## src/pkg/cefr_regs.vh

```
// register offsets, field positions and reset values of the charger event flags
`ifndef CEFR_REGS_VH
`define CEFR_REGS_VH
`define CEFR_OFS_FLAGS_TWO   8'h24
`define CEFR_OFS_INT_STATUS  8'h28
`define CEFR_OFS_INT_MASK    8'h2c
`define CEFR_OFS_CONV_MODE   8'h30
`define CEFR_RST_FLAGS       8'h00
`define CEFR_RST_MASK        8'h00
`define CEFR_BIT_TOPOFF      0
`define CEFR_BIT_PRECHG      1
`define CEFR_BIT_TRICKLE     2
`define CEFR_BIT_FASTCHG     3
`define CEFR_BIT_MINSYS      4
`define CEFR_BIT_CONV        5
`define CEFR_BIT_DLDET       6
`define CEFR_BIT_RSVD        7
`define CEFR_FLAG_MASK       8'h7f
`endif

```

## src/verilog/cefr_event_flags.v

```verilog
// charger event flag register two with avalon-mm slave and interrupt
`timescale 1ns/1ps
`include "cefr_regs.vh"
module cefr_event_flags (
  // clock and reset
  input  wire        clk_sys,
  input  wire        reset,
  // avalon-mm slave
  input  wire [7:0]  avsAddress,
  input  wire        avsRead,
  input  wire        avsWrite,
  input  wire [31:0] avsWriteData,
  input  wire [3:0]  avsByteEnable,
  output reg  [31:0] avsReadData,
  output reg         avsWaitRequest,
  output reg  [1:0]  avsResponse,
  // event sources, levels from the charger functions
  input  wire        dataLineDetectDone,
  input  wire        convDone,
  input  wire        minSysRegActive,
  input  wire        fastChargeExpired,
  input  wire        trickleExpired,
  input  wire        prechargeExpired,
  input  wire        topOffExpired,
  // interrupt
  output reg         irq
);

  // bus timing in short:
  // a request is first seen at one edge, where the answer word is
  // captured and waitrequest drops; at the next edge the master sees
  // waitrequest low, takes the answer, and side effects happen there.
  // every access therefore costs exactly one wait cycle.
  // a request may follow straight after the take edge.
  // unmapped offsets answer zero with a slave error and write nothing.
  // only byte lane 0 carries register bits.

  // event handling in short:
  // timer expiries and completions are flagged on their rising edge;
  // the regulation flag is flagged on any change of its level;
  // the conversion flag only counts while one-shot mode is set;
  // flags stick until the flag register is read;
  // the interrupt status copies every event and is write-one-to-clear;
  // the interrupt line follows status bits that the mask lets through.

  // register storage
  reg  [7:0]  flags_q;
  reg  [7:0]  intStatus_q;
  reg  [7:0]  intMask_q;
  reg         oneShot_q;
  reg  [6:0]  srcPrev_q;
  reg         ack_q;

  // event detection
  wire [6:0]  srcNow;
  wire [7:0]  evt;

  // bus decode
  wire        req;
  wire        first;
  wire        take;
  wire        selFlags;
  wire        selStatus;
  wire        selMask;
  wire        selMode;
  wire        hit;
  wire        readFlags;
  wire        wrLane0;
  wire        wrStatus;
  wire        wrMask;
  wire        wrMode;

  // next values
  wire [7:0]  flags_d;
  wire [7:0]  flagsClr;
  wire [7:0]  intStatus_d;
  wire [7:0]  statusClr;
  wire [7:0]  intMask_d;
  wire        oneShot_d;
  wire        ack_d;
  wire        irq_d;
  wire [31:0] readWord;
  wire [1:0]  resp_d;

  // turn an event vector into its 8-bit register layout, bit 7 zero
  function [7:0] cefr_pack;
    input [6:0] v;
    begin
      cefr_pack = {1'b0, v} & `CEFR_FLAG_MASK;
    end
  endfunction

  // true when the bus address selects the given register offset
  function cefr_sel;
    input [7:0] addr;
    input [7:0] ofs;
    begin
      cefr_sel = (addr == ofs);
    end
  endfunction

  // place an 8-bit register in the low byte of a bus word
  function [31:0] cefr_word;
    input [7:0] v;
    begin
      cefr_word = {24'h00_0000, v};
    end
  endfunction

  // rising edge of a level against its previous sample
  function cefr_rise;
    input now;
    input prev;
    begin
      cefr_rise = now & ~prev;
    end
  endfunction

  // gather the event sources in flag bit order
  assign srcNow = {dataLineDetectDone, convDone, minSysRegActive,
                   fastChargeExpired, trickleExpired, prechargeExpired,
                   topOffExpired};

  // timer expiries are flagged on their rising edge
  assign evt[`CEFR_BIT_TOPOFF]  = cefr_rise(topOffExpired,
                                            srcPrev_q[0]);
  assign evt[`CEFR_BIT_PRECHG]  = cefr_rise(prechargeExpired,
                                            srcPrev_q[1]);
  assign evt[`CEFR_BIT_TRICKLE] = cefr_rise(trickleExpired,
                                            srcPrev_q[2]);
  assign evt[`CEFR_BIT_FASTCHG] = cefr_rise(fastChargeExpired,
                                            srcPrev_q[3]);

  // regulation entry and exit both count
  assign evt[`CEFR_BIT_MINSYS]  = minSysRegActive ^ srcPrev_q[4];

  // conversion completion, only while one-shot mode is set
  assign evt[`CEFR_BIT_CONV]    = oneShot_q
                                  & cefr_rise(convDone, srcPrev_q[5]);
  // detection completion; nothing while detection is idle or running
  assign evt[`CEFR_BIT_DLDET]   = cefr_rise(dataLineDetectDone,
                                            srcPrev_q[6]);
  // reserved bit never sets
  assign evt[`CEFR_BIT_RSVD]    = 1'b0;

  // a request is first seen while no answer is pending
  assign req   = avsRead | avsWrite;
  assign first = req & ~ack_q;
  assign take  = req & ack_q;

  // register select, one wire per mapped offset
  assign selFlags  = cefr_sel(avsAddress, `CEFR_OFS_FLAGS_TWO);
  assign selStatus = cefr_sel(avsAddress, `CEFR_OFS_INT_STATUS);
  assign selMask   = cefr_sel(avsAddress, `CEFR_OFS_INT_MASK);
  assign selMode   = cefr_sel(avsAddress, `CEFR_OFS_CONV_MODE);
  assign hit       = selFlags | selStatus | selMask | selMode;

  // side effects happen only at the edge where the access is taken
  assign readFlags = take & avsRead & selFlags;
  assign wrLane0   = take & avsWrite & avsByteEnable[0];
  assign wrStatus  = wrLane0 & selStatus;
  assign wrMask    = wrLane0 & selMask;
  assign wrMode    = wrLane0 & selMode;

  // a read clears only the bits it reported: the answer word still
  // holds that snapshot at the take edge, so later events survive
  assign flagsClr = readFlags ? avsReadData[7:0] : 8'h00;

  // a new event wins over the clear
  assign flags_d  = ((flags_q & ~flagsClr) | evt)
                    & `CEFR_FLAG_MASK;

  // interrupt status: write one to clear, set wins
  assign statusClr   = wrStatus ? avsWriteData[7:0] : 8'h00;
  assign intStatus_d = (intStatus_q & ~statusClr) | cefr_pack(evt[6:0]);

  // mask and mode registers written by software
  assign intMask_d = wrMask ? (avsWriteData[7:0] & `CEFR_FLAG_MASK)
                            : intMask_q;
  // one-shot conversion mode enable
  assign oneShot_d = wrMode ? avsWriteData[0] : oneShot_q;

  // level interrupt from unmasked status bits
  assign irq_d = |(intStatus_d & intMask_q);

  // answer is pending for exactly one cycle after a first sighting
  assign ack_d = first;

  // read mux; reserved and upper bits read zero
  assign readWord = selFlags  ? cefr_word(flags_q) :
                    selStatus ? cefr_word(intStatus_q) :
                    selMask   ? cefr_word(intMask_q) :
                    selMode   ? {31'h0000_0000, oneShot_q} :
                    32'h0000_0000;

  // slave error when the offset is unmapped
  assign resp_d = hit ? 2'h0 : 2'h2;

  // flag storage, cleared on reset
  always @(posedge clk_sys or posedge reset) begin
    if (reset) begin
      flags_q <= `CEFR_RST_FLAGS;
    end else begin
      flags_q <= flags_d;
    end
  end

  // interrupt status storage
  always @(posedge clk_sys or posedge reset) begin
    if (reset) begin
      intStatus_q <= `CEFR_RST_FLAGS;
    end else begin
      intStatus_q <= intStatus_d;
    end
  end

  // previous source levels for edge detection; a source already high
  // when reset ends is seen as an event, except convDone, since one-shot mode is off after reset
  always @(posedge clk_sys or posedge reset) begin
    if (reset) begin
      srcPrev_q <= 7'h00;
    end else begin
      srcPrev_q <= srcNow;
    end
  end

  // interrupt output register
  always @(posedge clk_sys or posedge reset) begin
    if (reset) begin
      irq <= 1'b0;
    end else begin
      irq <= irq_d;
    end
  end

  // interrupt mask register
  always @(posedge clk_sys or posedge reset) begin
    if (reset) begin
      intMask_q <= `CEFR_RST_MASK;
    end else begin
      intMask_q <= intMask_d;
    end
  end

  // conversion mode register
  always @(posedge clk_sys or posedge reset) begin
    if (reset) begin
      oneShot_q <= 1'b0;
    end else begin
      oneShot_q <= oneShot_d;
    end
  end

  // answer pending marker
  always @(posedge clk_sys or posedge reset) begin
    if (reset) begin
      ack_q <= 1'b0;
    end else begin
      ack_q <= ack_d;
    end
  end

  // waitrequest is high while idle and low for the answer cycle only
  always @(posedge clk_sys or posedge reset) begin
    if (reset) begin
      avsWaitRequest <= 1'b1;
    end else begin
      avsWaitRequest <= ~first;
    end
  end

  // read data captured at first sighting, held until the next access
  always @(posedge clk_sys or posedge reset) begin
    if (reset) begin
      avsReadData <= 32'h0000_0000;
    end else if (first) begin
      avsReadData <= readWord;
    end
  end

  // response code captured with the read data
  always @(posedge clk_sys or posedge reset) begin
    if (reset) begin
      avsResponse <= 2'h0;
    end else if (first) begin
      avsResponse <= resp_d;
    end
  end

endmodule
```

## config.mk

```make
export PLATFORM = sky130hd
export DESIGN_NAME = cefr_event_flags
export DESIGN_NICKNAME = d
export VERILOG_FILES = /design/src/verilog/cefr_event_flags.v
export VERILOG_INCLUDE_DIRS = /design/src /design/src/pkg
export SDC_FILE = /design/constraint.sdc
export NUM_CORES = 1
export LEC_CHECK = 0
export ABC_AREA = 1
export BUFFER_PORTS_ARGS = -buffer_cell sky130_fd_sc_hd__buf_2
export CAP_MARGIN = 15
export CORE_MARGIN = 3
export CORE_UTILIZATION = 45
export CTS_CLUSTER_DIAMETER = 100
export DETAILED_ROUTE_END_ITERATION = 16
export GPL_TIMING_DRIVEN = 0
export HOLD_SLACK_MARGIN = 0.12
export PLACE_DENSITY = 0.8
export SLEW_MARGIN = 20
export SYNTH_ARGS = -nofsm -noshare
export SYNTH_HDL_FRONTEND = slang
export SYNTH_SLANG_ARGS = --single-unit
```

## constraint.sdc

```tcl
create_clock -name clk_sys -period 3.14 [get_ports clk_sys]
set_input_delay 0.157 -clock clk_sys [delete_from_list [all_inputs] [get_ports clk_sys]]
set_output_delay 0.157 -clock clk_sys [all_outputs]
set_load 0.01 [all_outputs]
```

==> results.md <==
Run status
- outcome: completed

Cells and area
- layout cell share with drive strength beyond 1: 29.8%
- final cell utilization of the core: 63.1%
- antenna diode count: 0
- post-layout instance count excluding filler cells: 362
- total of fill cells in the finished design: 367
- layout net count: 366
- synthesis-to-finish area growth: 28.9%
- area of the multi-input gates: 792 sq um
- total area of sequential cells: 1050 sq um

Critical path
- path depth of the worst reg2reg path: 9
- required time worst endpoint: 3.32 ns
- crit path capture type: flop
- Worst path most repeated cell: nand2_1
- CP Data Arrival Time: 1.54 ns
- launching point of the worst reg2reg path: ack_q
- critical path buffer and inverter count: 1
- slowest stage cell, crit path: dfrtp_1
- longest individual stage delay on the worst path: 0.38 ns
- Startpoint Class: flop
- timing startpoint of the critical path: ack_q
- instance count on the critical path: 9
- critical path type: flop to flop
- maximum fanout encountered on the critical timing path: 9
- kind of cell adding the most delay to the critical path: simple AND/OR/NAND/NOR gates
- ordered cell list for the critical path: nand3_1, inv_2, nand4_1, nand2_1, nand2_1, nand2_1, nand2_1, nor2_1, nand2_1

Die
- number of cell rows: 23
- effective utilization at floorplan: 48.9%
- total I/O pin count: 91
- DIE HEIGHT: 73.6 um
- placeable core area: 4200 sq um
- Total Die Area: 5420 sq um
- Die W: 73.6 um

Clock network
- deepest level of the CTS H-tree: 2
- latest clock arrival within the worst-skew pair: 0.29 ns
- post-CTS setup buffer count: 0
- buffer depth of the longest clock path: 2
- TritonCTS Buffers: 5
- post-cts repair resize count: 0
- hold-fix buffer count after cts: 14
- TritonCTS clock tree: done
- Clock Root Buffer: clkbuf_8
- post-CTS clock slew at the launch and capture registers of the worst setup and hold paths: 0.08 ns
- clock sink count: 42

Power and ir drop
- internal power: 832 uW
- Tot Pwr: 1.13 mW
- Switching Fraction: 26.1%
- Gate power share: 16.1%
- leakage power summed over all cells: 1.37 nW
- share of total power in the clock network: 31.5%
- Max VDD drop: 0.000254 V
- power per standard cell area: 425 nW/um^2
- Reg power frac: 52.4%
- Net Sw Power: 294 uW

STA
- final critical delay including setup and external delays: 1.36 ns
- upper clock frequency limit: 737 MHz
- total of endpoints with negative setup slack in the final report: 0
- Hold WS: 0.142 ns
- unrepaired setup endpoints after global routing: no
- worst-case clock skew: 0.00594 ns
- setup TNS after final layout: 0 ns
- share of the clock period used by the worst path: 43.2%
- Final Hold Violating Endpoints: 0
- Final Slew Violations: 0

Synthesis
- cell type with the largest total area after synthesis: dfrtp_1
- sequential element share of the synthesized area: 51.2%
- flops & latches, synth: 42
- cell area after synthesis: 2060 sq um
- post-synthesis async set-or-reset flop share: 100%
- Netlist cell types: 27
- Main synth FF type: dfrtp_1
- list of most frequent post-synthesis cells: nand2_1 (57), dfrtp_1 (41), buf_4 (26)
- number of synthesized flops with an enable pin: 0
- number of warning messages in the yosys log: 0
- Synth Instances: 227
- dominant cell by count in the synthesized netlist: nand2_1
- area fraction of the dominant cell type after synthesis: 49.9%
- synth top area cells: dfrtp_1 (50%), nand2_1 (10%), buf_4 (9.5%), inv_1 (3.7%), mux2_4 (3.7%)
- mean instance size in the synthesized netlist: 9.06 sq um

Routing
- iteration count of the initial detailed-routing pass: 4
- ratio of routed vias to standard cells: 4.73
- per-cell routed wire length: 12.7 um
- total via count in the routed design: 1,714
- DRC violations left: 0
- wirelength, routed: 4600 um
- count of nets left with antenna violations after detail routing: 0
- number of DRC violations after detailed-routing iteration 0: 93

Placement
- Placed Instances: 340
- PortBufs: 38
- final weighted congestion in routability-driven placement: 0.782
- half-perimeter wire length of the detailed placement result: 3360 um

Global routing
- initial antenna violation count: 0
- largest net degree at the start of global routing: 26
- global-route wire length before repair: 7540 um
- combined global-route utilization of all metal layers: 18.5%
- vias in the first global route: 1,651
- total overflow reported by the global router: 0

Worst hold path
- path class of the lowest-slack min-delay path: input pin to flop
- number of cells on the worst hold path: 3
- worst hold start: avsWriteData[0]

Run
- max-cap check violation count: 0

metrics by stage:
step	worst slack [ns]	area [sq um]
floorplan	2.00	2150
global route	1.61	2650
global placement	1.49	2400
finish	1.78	2650
detailed placement	1.57	2420
CTS	1.77	2650
power groups by stage:
| stage | clock, mW | sequential, mW | combinational, mW |
|---|---|---|---|
| 2_1_floorplan | 0 | 0.605 | 0.100 |
| 3_3_place_gp | 0 | 0.598 | 0.161 |
| 3_5_place_dp | 0 | 0.600 | 0.167 |
| 4_1_cts | 0.361 | 0.589 | 0.182 |
| 5_1_grt | 0.382 | 0.593 | 0.203 |
| 6_report | 0.355 | 0.589 | 0.182 |
kinds of logic (layout without fill, tap and decap cells):
kind of cell | Yosys count | count (layout) | synth area share [%]
and+or+nand+nor | 102 | 102 | 22.8
buffers and inverters | 52 | 113 | 14.7
DFF | 42 | 42 | 51.2
AOI/OAI and AO/OA | 24 | 24 | 7.06
muxes | 5 | 5 | 3.65
other | 1 | 25 | 0.182
xor gates and xnor gates | 1 | 1 | 0.426
flip-flops by register name, indices dropped and copies added, names as in the netlist:
signal / flops
intStatus_q: 8
ack_q: 1
flags_q: 7
srcPrev_q: 7
intMask_q: 7
oneShot_q: 1
avsResponse: 1
irq: 1
avsWaitRequest: 1
avsReadData: 8
worst reg2reg max path: cells and delay by family (launching register included):
| family | cells | cell delay [ns] |
|---|---|---|
| buffers and inverters | 1 | 0.19 |
| AND/OR/NAND/NOR | 8 | 0.68 |
| flip-flops | 1 | 0.38 |
area by class of cell:
cell class,instances,area share (%)
clock inverters,1,0.189
repair buffers,53,13.2
plain buffers,28,7.98
flip-flops and latches,42,39.7
clock buffers,7,3.26
well taps,50,2.36
inverters,24,3.40
multi-input cells,157,29.9
cells in the final DEF (no fill, tap or decap), types with 2 or more instances in the layout:
cell,n
inv_2,5
a41oi_1,5
nor2_4,3
a21oi_1,6
conb_1,25
nand2_2,3
o21ai_0,2
nand4_1,7
mux2_4,5
nor2_1,14
clkbuf_8,6
o21ai_1,8
nand3_1,13
buf_4,26
dfrtp_1,41
inv_1,19
nand3b_1,2
nand2_1,57
dlygate4sd3_1,14
buf_2,39
metal layers:
metal / global-route usage, % / share of wire, % / wire length, um
met3: 4.51 / 7.7 / 354
met1: 23.4 / 40 / 1850
met5: 0 / 0 / 0
met2: 30.6 / 51 / 2330
met4: 6.84 / 1.4 / 65
final timing paths:
kind	to	slack, ns
hold reg to reg	flags_q[4]	0.49
setup / recovery	irq	1.78
min in group asynchronous	avsReadData[6]	0.40
max in group asynchronous	avsReadData[0]	2.28
hold / removal	oneShot_q	0.14
setup reg to reg	irq	1.78
(Power assumes the default switching activity.)
